--- src/verilog/izs_pkg.sv ---
package izs_pkg;

    localparam logic [7:0]  IZS_ADDR_CTRL   = 8'h01;
    localparam logic [7:0]  IZS_ADDR_STATUS = 8'h1F;
    localparam logic [7:0]  IZS_CTRL_RESET  = 8'h00;

    localparam int          IZS_INTERP_HI   = 7;
    localparam int          IZS_INTERP_LO   = 6;
    localparam int          IZS_MODSEL_HI   = 5;
    localparam int          IZS_MODSEL_LO   = 4;
    localparam int          IZS_STUFF_BIT   = 3;
    localparam int          IZS_CMPLX_BIT   = 2;
    localparam int          IZS_NEGROT_BIT  = 1;

    localparam int          IZS_DW          = 16;
    localparam int          IZS_STAGES      = 3;
    localparam int          IZS_FIFO_DEPTH  = 2;

    localparam logic [15:0] IZS_MIDSCALE    = 16'h8000;
    localparam logic [17:0] IZS_COEF_ONE    = 18'h0_8000;
    localparam logic [17:0] IZS_COEF_R2     = 18'h0_5A82;
    localparam int          IZS_COEF_SHIFT  = 15;

    typedef enum logic [1:0] {
        IZS_MOD_NONE = 2'b00,
        IZS_MOD_HALF = 2'b01,
        IZS_MOD_QUAR = 2'b11,
        IZS_MOD_EIGH = 2'b10
    } izs_mod_e;

endpackage

--- src/verilog/izs_fifo2.sv ---
`timescale 1ns/100ps
module izs_fifo2 #(
    parameter int W = 32
) (
    input  wire logic         clk_sys_i,
    input  wire logic         nrst_i,
    input  wire logic [W-1:0] wr_data_i,
    input  wire logic         wr_valid_i,
    output logic              wr_ready_o,
    output logic [W-1:0]      rd_data_o,
    output logic              rd_valid_o,
    input  wire logic         rd_ready_i
);

    typedef struct packed {
        logic [izs_pkg::IZS_FIFO_DEPTH-1:0][W-1:0] mem;
        logic                                      wptr;
        logic                                      rptr;
        logic [1:0]                                cnt;
    } izs_fifo_s;

    izs_fifo_s st;
    izs_fifo_s next_st;
    logic      push;
    logic      pop;

    assign wr_ready_o = (st.cnt != 2'd2);
    assign rd_valid_o = (st.cnt != 2'd0);
    assign rd_data_o  = st.mem[st.rptr];
    assign push       = wr_valid_i && wr_ready_o;
    assign pop        = rd_ready_i && rd_valid_o;

    always_comb begin
        next_st = st;
        if (push) begin
            next_st.mem[st.wptr] = wr_data_i;
            next_st.wptr         = ~st.wptr;
        end
        if (pop) begin
            next_st.rptr = ~st.rptr;
        end
        case ({push, pop})
            2'b10:   next_st.cnt = st.cnt + 2'd1;
            2'b01:   next_st.cnt = st.cnt - 2'd1;
            default: next_st.cnt = st.cnt;
        endcase
    end

    always_ff @(posedge clk_sys_i or negedge nrst_i) begin
        if (!nrst_i) begin
            st <= '0;
        end else begin
            st <= next_st;
        end
    end

endmodule

--- src/verilog/izs_datapath.sv ---
`timescale 1ns/100ps
module izs_datapath (
    input  wire logic        clk_sys_i,
    input  wire logic        nrst_i,
    input  wire logic [7:0]  reg_addr_i,
    input  wire logic [7:0]  reg_wdata_i,
    input  wire logic        reg_wr_i,
    input  wire logic        reg_rd_i,
    output logic [7:0]       reg_rdata_o,
    input  wire logic [15:0] in_i_i,
    input  wire logic [15:0] in_q_i,
    input  wire logic        in_valid_i,
    output logic             in_ready_o,
    output logic [15:0]      dac_i_o,
    output logic [15:0]      dac_q_o,
    output logic             dac_valid_o,
    input  wire logic        dac_ready_i
);

    ////////////////////////////////////////////////////////////////////////////////
    // Arithmetic helpers.

    function automatic logic [15:0] half_sum(input logic [15:0] a, input logic [15:0] b);
        logic signed [16:0] s;
        s = $signed({a[15], a}) + $signed({b[15], b});
        return s[16:1];
    endfunction

    function automatic logic signed [17:0] mul_coef(input logic [15:0] x,
                                                    input logic signed [17:0] c);
        logic signed [33:0] p;
        p = $signed({{18{x[15]}}, x}) * $signed({{16{c[17]}}, c});
        return p[izs_pkg::IZS_COEF_SHIFT +: 18];
    endfunction

    function automatic logic [15:0] sat16(input logic signed [17:0] v);
        logic [15:0] r;
        r = v[15:0];
        if (v > 18'sh0_7FFF) begin
            r = 16'h7FFF;
        end else if (v < -18'sh0_8000) begin
            r = 16'h8000;
        end
        return r;
    endfunction

    // Carrier pattern for the chosen rate, indexed by the output step.
    function automatic logic signed [17:0] carrier(input logic [1:0] sel,
                                                   input logic [2:0] k);
        logic signed [17:0] one;
        logic signed [17:0] r2;
        logic signed [17:0] c;
        one = $signed(izs_pkg::IZS_COEF_ONE);
        r2  = $signed(izs_pkg::IZS_COEF_R2);
        c   = one;
        case (sel)
            izs_pkg::IZS_MOD_HALF: c = k[0] ? -one : one;
            izs_pkg::IZS_MOD_QUAR: begin
                case (k[1:0])
                    2'd1:    c = one;
                    2'd3:    c = -one;
                    default: c = '0;
                endcase
            end
            izs_pkg::IZS_MOD_EIGH: begin
                case (k)
                    3'd0:    c = '0;
                    3'd1:    c = r2;
                    3'd2:    c = one;
                    3'd3:    c = r2;
                    3'd4:    c = '0;
                    3'd5:    c = -r2;
                    3'd6:    c = -one;
                    default: c = -r2;
                endcase
            end
            default: c = one;
        endcase
        return c;
    endfunction

    // Mask of phase bits that must be zero for stage j to fire at factor 2^l.
    function automatic logic [2:0] stage_mask(input logic [1:0] l, input int j);
        logic [3:0] n;
        n = 4'd1 << l;
        return 3'((n >> (j + 1)) - 4'd1);
    endfunction

    ////////////////////////////////////////////////////////////////////////////////
    // State.

    typedef struct packed {
        logic [7:0]                   ctrl;
        logic [2:0]                   ph;
        logic [2:0]                   midx;
        logic                         stuff_ph;
        logic [2:0]                   odd;
        logic [2:0][1:0][15:0]        last;
        logic [2:0][1:0][15:0]        sout;
        logic [15:0]                  dac_i;
        logic [15:0]                  dac_q;
        logic                         dac_valid;
        logic [7:0]                   rdata;
    } izs_state_s;

    izs_state_s         st;
    izs_state_s         next_st;
    logic [31:0]        fifo_data;
    logic               fifo_valid;
    logic               fifo_pop;
    logic [1:0]         interp_l;
    logic [1:0]         mod_sel;
    logic               stuff_en;
    logic               cmplx_on;
    logic               need_input;
    logic               advance;
    logic [1:0][15:0]   chain_out;
    logic signed [17:0] c_sin;
    logic signed [17:0] c_cos;
    logic [2:0]         cos_idx;
    logic [15:0]        mod_i;
    logic [15:0]        mod_q;

    ////////////////////////////////////////////////////////////////////////////////
    // Input buffer.

    izs_fifo2 #(
        .W (32)
    ) u_fifo (
        .clk_sys_i  (clk_sys_i),
        .nrst_i     (nrst_i),
        .wr_data_i  ({in_q_i, in_i_i}),
        .wr_valid_i (in_valid_i),
        .wr_ready_o (in_ready_o),
        .rd_data_o  (fifo_data),
        .rd_valid_o (fifo_valid),
        .rd_ready_i (fifo_pop)
    );

    ////////////////////////////////////////////////////////////////////////////////
    // Mode decode and pacing.

    assign interp_l = st.ctrl[izs_pkg::IZS_INTERP_HI:izs_pkg::IZS_INTERP_LO];
    assign mod_sel  = st.ctrl[izs_pkg::IZS_MODSEL_HI:izs_pkg::IZS_MODSEL_LO];
    assign stuff_en = st.ctrl[izs_pkg::IZS_STUFF_BIT];
    // Quadrature carriers do not exist at half rate, so coupling falls back to real.
    assign cmplx_on = st.ctrl[izs_pkg::IZS_CMPLX_BIT] &&
                      (mod_sel == izs_pkg::IZS_MOD_QUAR ||
                       mod_sel == izs_pkg::IZS_MOD_EIGH);

    // A new baseband sample is due when the first stage starts a new pair.
    assign need_input = !st.stuff_ph &&
                        ((interp_l == 2'd0) ||
                         (((st.ph & stage_mask(interp_l, 0)) == 3'd0) && !st.odd[0]));
    assign advance    = dac_ready_i && (!need_input || fifo_valid);
    assign fifo_pop   = advance && need_input;

    // The modulator sees the last active stage, or the raw sample when bypassed.
    always_comb begin
        chain_out[0] = fifo_data[15:0];
        chain_out[1] = fifo_data[31:16];
        if (interp_l != 2'd0) begin
            chain_out = st.sout[interp_l - 2'd1];
        end
    end

    ////////////////////////////////////////////////////////////////////////////////
    // Modulator.

    assign cos_idx = (mod_sel == izs_pkg::IZS_MOD_QUAR) ? st.midx + 3'd1 : st.midx + 3'd2;
    assign c_sin   = carrier(mod_sel, st.midx);
    assign c_cos   = carrier(mod_sel, cos_idx);

    always_comb begin
        logic signed [17:0] ic;
        logic signed [17:0] is;
        logic signed [17:0] qc;
        logic signed [17:0] qs;
        ic = mul_coef(chain_out[0], c_cos);
        is = mul_coef(chain_out[0], c_sin);
        qc = mul_coef(chain_out[1], c_cos);
        qs = mul_coef(chain_out[1], c_sin);
        // Real mode scales each channel by the carrier: half-rate at full
        // amplitude, quarter and eighth rate images halved by the zero taps.
        mod_i = sat16(is);
        mod_q = sat16(qs);
        if (cmplx_on) begin
            if (st.ctrl[izs_pkg::IZS_NEGROT_BIT]) begin
                mod_i = sat16(ic + qs);
                mod_q = sat16(qc - is);
            end else begin
                mod_i = sat16(ic - qs);
                mod_q = sat16(qc + is);
            end
        end
    end

    ////////////////////////////////////////////////////////////////////////////////
    // Next state.

    always_comb begin
        logic [1:0][15:0] stg_in;
        logic [2:0]       nmask;
        next_st           = st;
        next_st.dac_valid = advance;
        stg_in            = '0;
        nmask             = stage_mask(interp_l, -1);

        if (reg_wr_i && reg_addr_i == izs_pkg::IZS_ADDR_CTRL) begin
            next_st.ctrl = reg_wdata_i;
        end
        if (reg_rd_i) begin
            case (reg_addr_i)
                izs_pkg::IZS_ADDR_CTRL:   next_st.rdata = st.ctrl;
                izs_pkg::IZS_ADDR_STATUS: next_st.rdata = {2'b00, !in_ready_o, fifo_valid,
                                                           st.stuff_ph, st.midx};
                default:                  next_st.rdata = 8'h00;
            endcase
        end

        if (advance) begin
            if (st.stuff_ph) begin
                next_st.dac_i    = izs_pkg::IZS_MIDSCALE;
                next_st.dac_q    = izs_pkg::IZS_MIDSCALE;
                next_st.stuff_ph = 1'b0;
            end else begin
                // Offset binary toward the DAC core, so midscale is the top bit alone.
                next_st.dac_i    = {~mod_i[15], mod_i[14:0]};
                next_st.dac_q    = {~mod_q[15], mod_q[14:0]};
                next_st.midx     = st.midx + 3'd1;
                next_st.ph       = (st.ph + 3'd1) & nmask;
                next_st.stuff_ph = stuff_en;
                for (int j = 0; j < izs_pkg::IZS_STAGES; j++) begin
                    if (j < int'(interp_l) &&
                        (st.ph & stage_mask(interp_l, j)) == 3'd0) begin
                        if (j == 0) begin
                            stg_in[0] = fifo_data[15:0];
                            stg_in[1] = fifo_data[31:16];
                        end else begin
                            stg_in = st.sout[(j > 0) ? j - 1 : 0];
                        end
                        next_st.odd[j] = ~st.odd[j];
                        if (!st.odd[j]) begin
                            next_st.last[j]    = stg_in;
                            next_st.sout[j][0] = half_sum(st.last[j][0], stg_in[0]);
                            next_st.sout[j][1] = half_sum(st.last[j][1], stg_in[1]);
                        end else begin
                            next_st.sout[j] = st.last[j];
                        end
                    end
                end
            end
        end
    end

    always_ff @(posedge clk_sys_i or negedge nrst_i) begin
        if (!nrst_i) begin
            st       <= '0;
            st.ctrl  <= izs_pkg::IZS_CTRL_RESET;
            st.dac_i <= izs_pkg::IZS_MIDSCALE;
            st.dac_q <= izs_pkg::IZS_MIDSCALE;
        end else begin
            st <= next_st;
        end
    end

    assign reg_rdata_o = st.rdata;
    assign dac_i_o     = st.dac_i;
    assign dac_q_o     = st.dac_q;
    assign dac_valid_o = st.dac_valid;

endmodule

--- config.mk ---
export PLATFORM = sky130hd
export DESIGN_NAME = izs_datapath
export DESIGN_NICKNAME = d
export VERILOG_FILES = /design/src/verilog/izs_pkg.sv /design/src/verilog/izs_fifo2.sv /design/src/verilog/izs_datapath.sv
export SDC_FILE = /design/constraint.sdc
export NUM_CORES = 2
export LEC_CHECK = 0
export ABC_AREA = 0
export BUFFER_PORTS_ARGS = -buffer_cell sky130_fd_sc_hd__buf_4
export CORE_ASPECT_RATIO = 1.5
export CORE_UTILIZATION = 50
export CTS_CLUSTER_SIZE = 30
export DETAILED_ROUTE_END_ITERATION = 8
export PLACE_DENSITY = 0.62
export SYNTH_ARGS = -nofsm -noshare
export SYNTH_HDL_FRONTEND = slang
export SYNTH_SLANG_ARGS = --single-unit
--- constraint.sdc ---
create_clock -name clk_sys_i -period 17.4 [get_ports clk_sys_i]
set_input_delay 0.87 -clock clk_sys_i [delete_from_list [all_inputs] [get_ports clk_sys_i]]
set_output_delay 0.87 -clock clk_sys_i [all_outputs]
set_load 0.02 [all_outputs]
-- After elaboration in Yosys (flattened, before gate mapping)
Cells that the tools add are included.
- register bits after elaboration: 319
- logic and storage cells: 194
- shift operators: 1
- $mul: 4
- magnitude comparators: 19
- equality and inequality tests: 22
- reduce and logical (&&, ||, !) cells: 39
- bitwise logic cells: 12
- add/sub/neg operators: 20
- multiplexer cells: 49
- operator list (kind ; count):
    $mux W32 ; 18
    $mux W16 ; 16
    $pmux W18 S4 ; 2
    $mul A16 B18 Y33 ; 4
    $gt A18 B16 Y1 const B ; 6
    $lt A18 B16 Y1 const B ; 6
    $pmux W18 S3 ; 2
    $add A16 B16 Y17 ; 6
    $pmux W18 S2 ; 2
    $bmux W32 S2 ; 1
    $bwmux W64 ; 1
    $add A18 B18 Y18 ; 2
    $mux W18 ; 2
    $sub A18 B18 Y18 ; 2
    $demux W32 S1 ; 1
    $pmux W8 S2 ; 1
    $logic_not A3 Y1 ; 5
    $and A3 B3 Y3 ; 4
    $eq A3 B2 Y1 const B ; 4
    $eq A3 B3 Y1 const B ; 4
    $logic_and A1 B1 Y1 ; 12
    $reduce_and A4 Y1 ; 3
    $eq A2 B2 Y1 const B ; 5
    $reduce_and A3 Y1 ; 3
    other kinds (28) ; 54

-- Depth between registers and ports, before layout
- word-level depth: 15
- gate-level depth with buffers: 56
- mapped depth without buffers: 48

-- Modules after synthesis
Synthesis repeated with hierarchy kept, for this count alone.
- cell total of the unflattened synthesis: 5836
- area, all modules: 55210.5 sq um
- modules (own cells, without submodules) (module ; cells each ; instances ; area each (sq um)):
    izs_datapath ; 5647 ; 1 ; 51936.1
    izs_fifo2 ; 189 ; 1 ; 3274.4

-- Worst setup path before layout
No wires, ideal clock.
- kind: flip-flop to flip-flop
- from: reg st, in the netlist interp_l[0]
- to: reg st, in the netlist dac_i_o[0]
- cell stages (with the launch flop): 46
- path slack: 5.952 ns
- period minus slack after synthesis: 11.448 ns
- data arrival time: 11.327 ns
- library setup time: 0.121 ns
- path buffers: 7
- cells stage by stage: dfrtp_1 > clkbuf_1 > inv_1 > clkbuf_1 > clkbuf_1 > ha_1 > buf_6 > nor2b_2 > buf_6 > clkbuf_1 > buf_1 > a21oi_1 > o21a_1 > nor3_1 > fa_1 > fa_1 > inv_1 > fa_1 > [10 not listed] > o21ai_0 > nor3_1 > o21bai_1 > a21oi_1 > xnor2_1 > inv_1 > ha_1 > o41ai_1 > nor3_1 > o41a_1 > a221oi_1 > o21bai_1 > a21o_1 > xnor2_1 > a21oi_1 > nand2_1 > a41o_1 > a22o_1
- word-level cells in the longest chain between the ends: 12
- RTL lines (element ; line ; source):
    start: declaration ; izs_datapath.sv:106 ; izs_state_s st;
    start signal: assignment ; izs_datapath.sv:263 ; st <= next_st;
    $sub A2 B1 Y2 ; izs_datapath.sv:163 ; chain_out = st.sout[interp_l - 2'd1];
    $bmux W32 S2 ; izs_datapath.sv:163 ;
    $mux W32 (not written as such) ; izs_datapath.sv:163 ;
    $mux W32 ; izs_datapath.sv:162 ; if (interp_l != 2'd0) begin
    $mul A16 B18 Y33 ; izs_datapath.sv:32 ; p = $signed({{18{x[15]}}, x}) * $signed({{16{c[17]}}, c});
    $sub A18 B18 Y18 or $add A18 B18 Y18 (tied branches) ; izs_datapath.sv:192, izs_datapath.sv:189 ;
    $lt A18 B16 Y1 ; izs_datapath.sv:41 ; end else if (v < -18'sh0_8000) begin
    $mux W16 ; izs_datapath.sv:41 ;
    $mux W16 ; izs_datapath.sv:39 ; if (v > 18'sh0_7FFF) begin
    $mux W16 ; izs_datapath.sv:188 ; if (st.ctrl[izs_pkg::IZS_NEGROT_BIT]) begin
    $mux W16 ; izs_datapath.sv:187 ; if (cmplx_on) begin
    $mux W32 ; izs_datapath.sv:222 ; if (st.stuff_ph) begin
Parallel ways exist; a longest one is shown, timed or not. The select of a mux whose other input is x is not followed.
A chain may end at the register's enable or synchronous reset.

-- Final worst setup path
- from: reg st, in the netlist interp_l[1]
- to: reg st, in the netlist dac_i_o[0]
The elaborated chain is that of the path after synthesis.

==> reports/results.tsv <==
stage	metric	value	unit
clock_network	cts_hold_buf	0	
timing	setup_viol	0	
clock_network	htree_levels	2	
outcome	status	finished clean	
timing	min_period_over_period	77.1	%
yosys	async_reset_ff_share	100	%
floorplanning	core_area	0.108	mm²
worst_setup_path	worstPathArrival	13.87	ns
clock_network	cts_tree	yes	
grt	track_usage	30.5	%
worst_setup_path	worst_ep_required_time	17.85	ns
floorplanning	io_pins	96	
grt	grt_first_pass_wirelength	252	mm
placed_design	io_buffers	95	
placed_design	post-place-ws	4.22	ns
cells_and_area	nFillCells	10117	
clock_network	clk_pin_slew	0.06	ns
timing	rsz0062_at_grt	false	
yosys	syn_inst	5845	
drt	drt_iter0_drc	2160	
yosys	synth_sequential_area_ratio	14.6	%
placed_design	hpwl	140	mm
worst_setup_path	critPathKind	reg -> reg	
grt	overflow	0	
worst_setup_path	critPathBufInv	9	
clock_network	cts_buffer_depth	3	
clock_network	cts_root_buf	clkbuf_16	
worst_setup_path	startpoint_type	flip-flop	
timing	fmax	74.5	MHz
clock_network	cts.sinks	319	
yosys	synth_edf_count	0	
grt	antenna_found_initial	5	
cells_and_area	syn_to_final_growth	6.38	%
worst_setup_path	crit_family	compound AO/OA/AOI/OAI gates	
cells_and_area	mostFrequentLayoutCell	inv_1	
cells_and_area	instances_no_fill	7299	
yosys	netlist_area	0.0545	mm²
yosys	synth_top_area_cell	fa_1	
yosys	synth_area_per_cell	9.33	µm²
timing	slew_headroom	16.0	%
clock_network	cts_setup_buffers	0	
timing	finalSetupTns	0	ns
yosys	synth_nets	7329	
min_path	min_path_type	in -> async	
floorplanning	start_util	50.3	%
floorplanning	num_rows	148	
yosys	ys_top_cells_by_area	fa_1 34%, dfrtp_1 15%, ha_1 12%	
cells_and_area	layout-drive-gt1-share	8.50	%
yosys	synth_flop_cell	dfrtp_1	
worst_setup_path	worst_path_max_delay_cell	o21ai_1	
yosys	yosysWarnings	0	
drt	wl_per_cell	22.3	µm
drt	wirelength	162	mm
placed_design	dp.cells	7225	
clock_network	cts-resized-gates	0	
drt	first_pass_iters	7	
timing	post-route-min-period	13.42	ns
floorplanning	die_h	406	µm
yosys	synth_cell_type_count	89	
worst_setup_path	crit_path_frequent_cell	inv_1	
placed_design	gp_congestion	0.990	
placed_design	dpl-instance-area	0.0566	mm²
cells_and_area	postLayoutCellArea	0.0580	mm²
drt	postRouteAntennaNets	0	
timing	skew	0.0287	ns
drt	detail_route.vias_per_cell	5.46	
floorplanning	die_area	0.110	mm²
clock_network	clkLatencyLatePin	0.58	ns
timing	fin_ws	3.98	ns
grt	grt_pass1_vias	42867	
drt	vias	39821	
cells_and_area	finalNetCount	7327	
worst_setup_path	critPathCaptureType	flip-flop	
timing	worstMarginPinSlew	1.25	ns
timing	final_max_slew_viol_count	0	
floorplanning	die_x	272	µm
drt	drcViolationCount	0	
yosys	synth-seq-cells	319	
clock_network	cts_buffers	41	
timing	hold_violations	0	
grt	grt_max_degree	134	
job	maxCapViolations	0	
cells_and_area	layout_common_cells	1347 x inv_1, 927 x fa_1, 501 x ha_1, 443 x nand2_1, 325 x nor2_1	
worst_setup_path	cpPeakStageDelay	0.74	ns
worst_setup_path	crit_fanout	27	
yosys	synth_top_area_share	34.0	%
## synthesized netlist by cell type, types with 5 or more instances
library cell	count
o31ai_1	16
nand3_1	32
inv_1	1347
nand4_1	19
clkbuf_1	139
buf_4	40
o31a_1	11
nor2b_1	39
nor2_1	329
nor4_1	5
or3_1	10
a211o_1	5
dfrtp_1	317
a31oi_1	10
a221oi_1	8
a21boi_0	16
o211ai_1	11
nand2_1	443
nor3_1	77
a41o_1	7
nand2b_1	31
a211oi_1	36
a21o_1	69
mux2i_1	49
buf_6	7
and3_1	20
xor2_1	59
a21oi_1	290
buf_2	6
o21a_1	34
a221o_1	5
a31o_2	12
nor3b_1	5
ha_1	503
and2_1	35
a22oi_1	18
o21ai_1	45
fa_1	927
mux2_2	198
o22ai_1	7
o21ai_0	260
buf_1	12
or2_2	19
xnor2_1	206
o21bai_1	26
## registers in the layout, indices dropped and copies added, names as in the netlist
signal	cells
dac_q_o	16
reg_rdata_o	8
st	206
u_fifo.st	68
interp_l	2
mod_sel	2
dac_i_o	16
dac_valid_o	1
## logic make-up (layout without fill, tap and decap cells)
kind of cell | Yosys count | count (layout) | synth area share [%]
flops | 319 | 319 | 14.6
buf+inv | 1556 | 1582 | 11.1
simple gates | 1087 | 1087 | 8.78
mux | 248 | 248 | 5.01
fa+ha+maj | 1430 | 1430 | 45.6
compound gates | 934 | 934 | 10.4
xor+xnor | 271 | 271 | 4.45
other cells | 0 | 3 | 0
## final cells by class
class                      count  area (µm²)  share of cell area (%)
inverter                    1349        5060                    8.73
clock buffer                  52        1140                    1.96
antenna                        3        7.51                  0.0129
tap                         1425        1780                    3.07
sequential                   319        7990                    13.8
clock inverter                19         208                   0.358
multi-input combinational   3970       40600                    70.0
timing repair buffer         162        1240                    2.13
## routing by layer
metal	track usage (%)	share of wire, %	routed length, µm
met4	20.0	8.1	13200
met2	53.8	51	82700
met3	4.12	4.7	7650
met5	0	0.0055	9
met1	34.5	36	59000
## through the flow
| step | hold WS, ns | utilization (%) |
|---|---|---|
| after floorplan | 0.443 | - |
| after global placement | 0.462 | 52.3 |
| after detailed placement | 0.470 | 52.3 |
| after CTS | 0.446 | 53.5 |
| after global routing | 0.490 | 53.5 |
| final | 0.426 | 53.5 |
## path summary, 6_finish.rpt
path                        startpoint      endpoint  slack, ns  cells after the start
max                        interp_l[1]    dac_i_o[0]       3.98                     42
min                             nrst_i  u_fifo.st[3]       0.43                      1
max reg2reg                interp_l[1]    dac_i_o[0]       3.98                     42
min reg2reg                    st[106]       st[106]       0.48                      2
max in group asynchronous       nrst_i       st[235]      15.45                      2
min in group clk_sys_i         st[106]       st[106]       0.48                      2
Power is left out: the tool's default activity adds up to more than one toggle a clock period on the data nets, which glitch-free logic cannot reach.
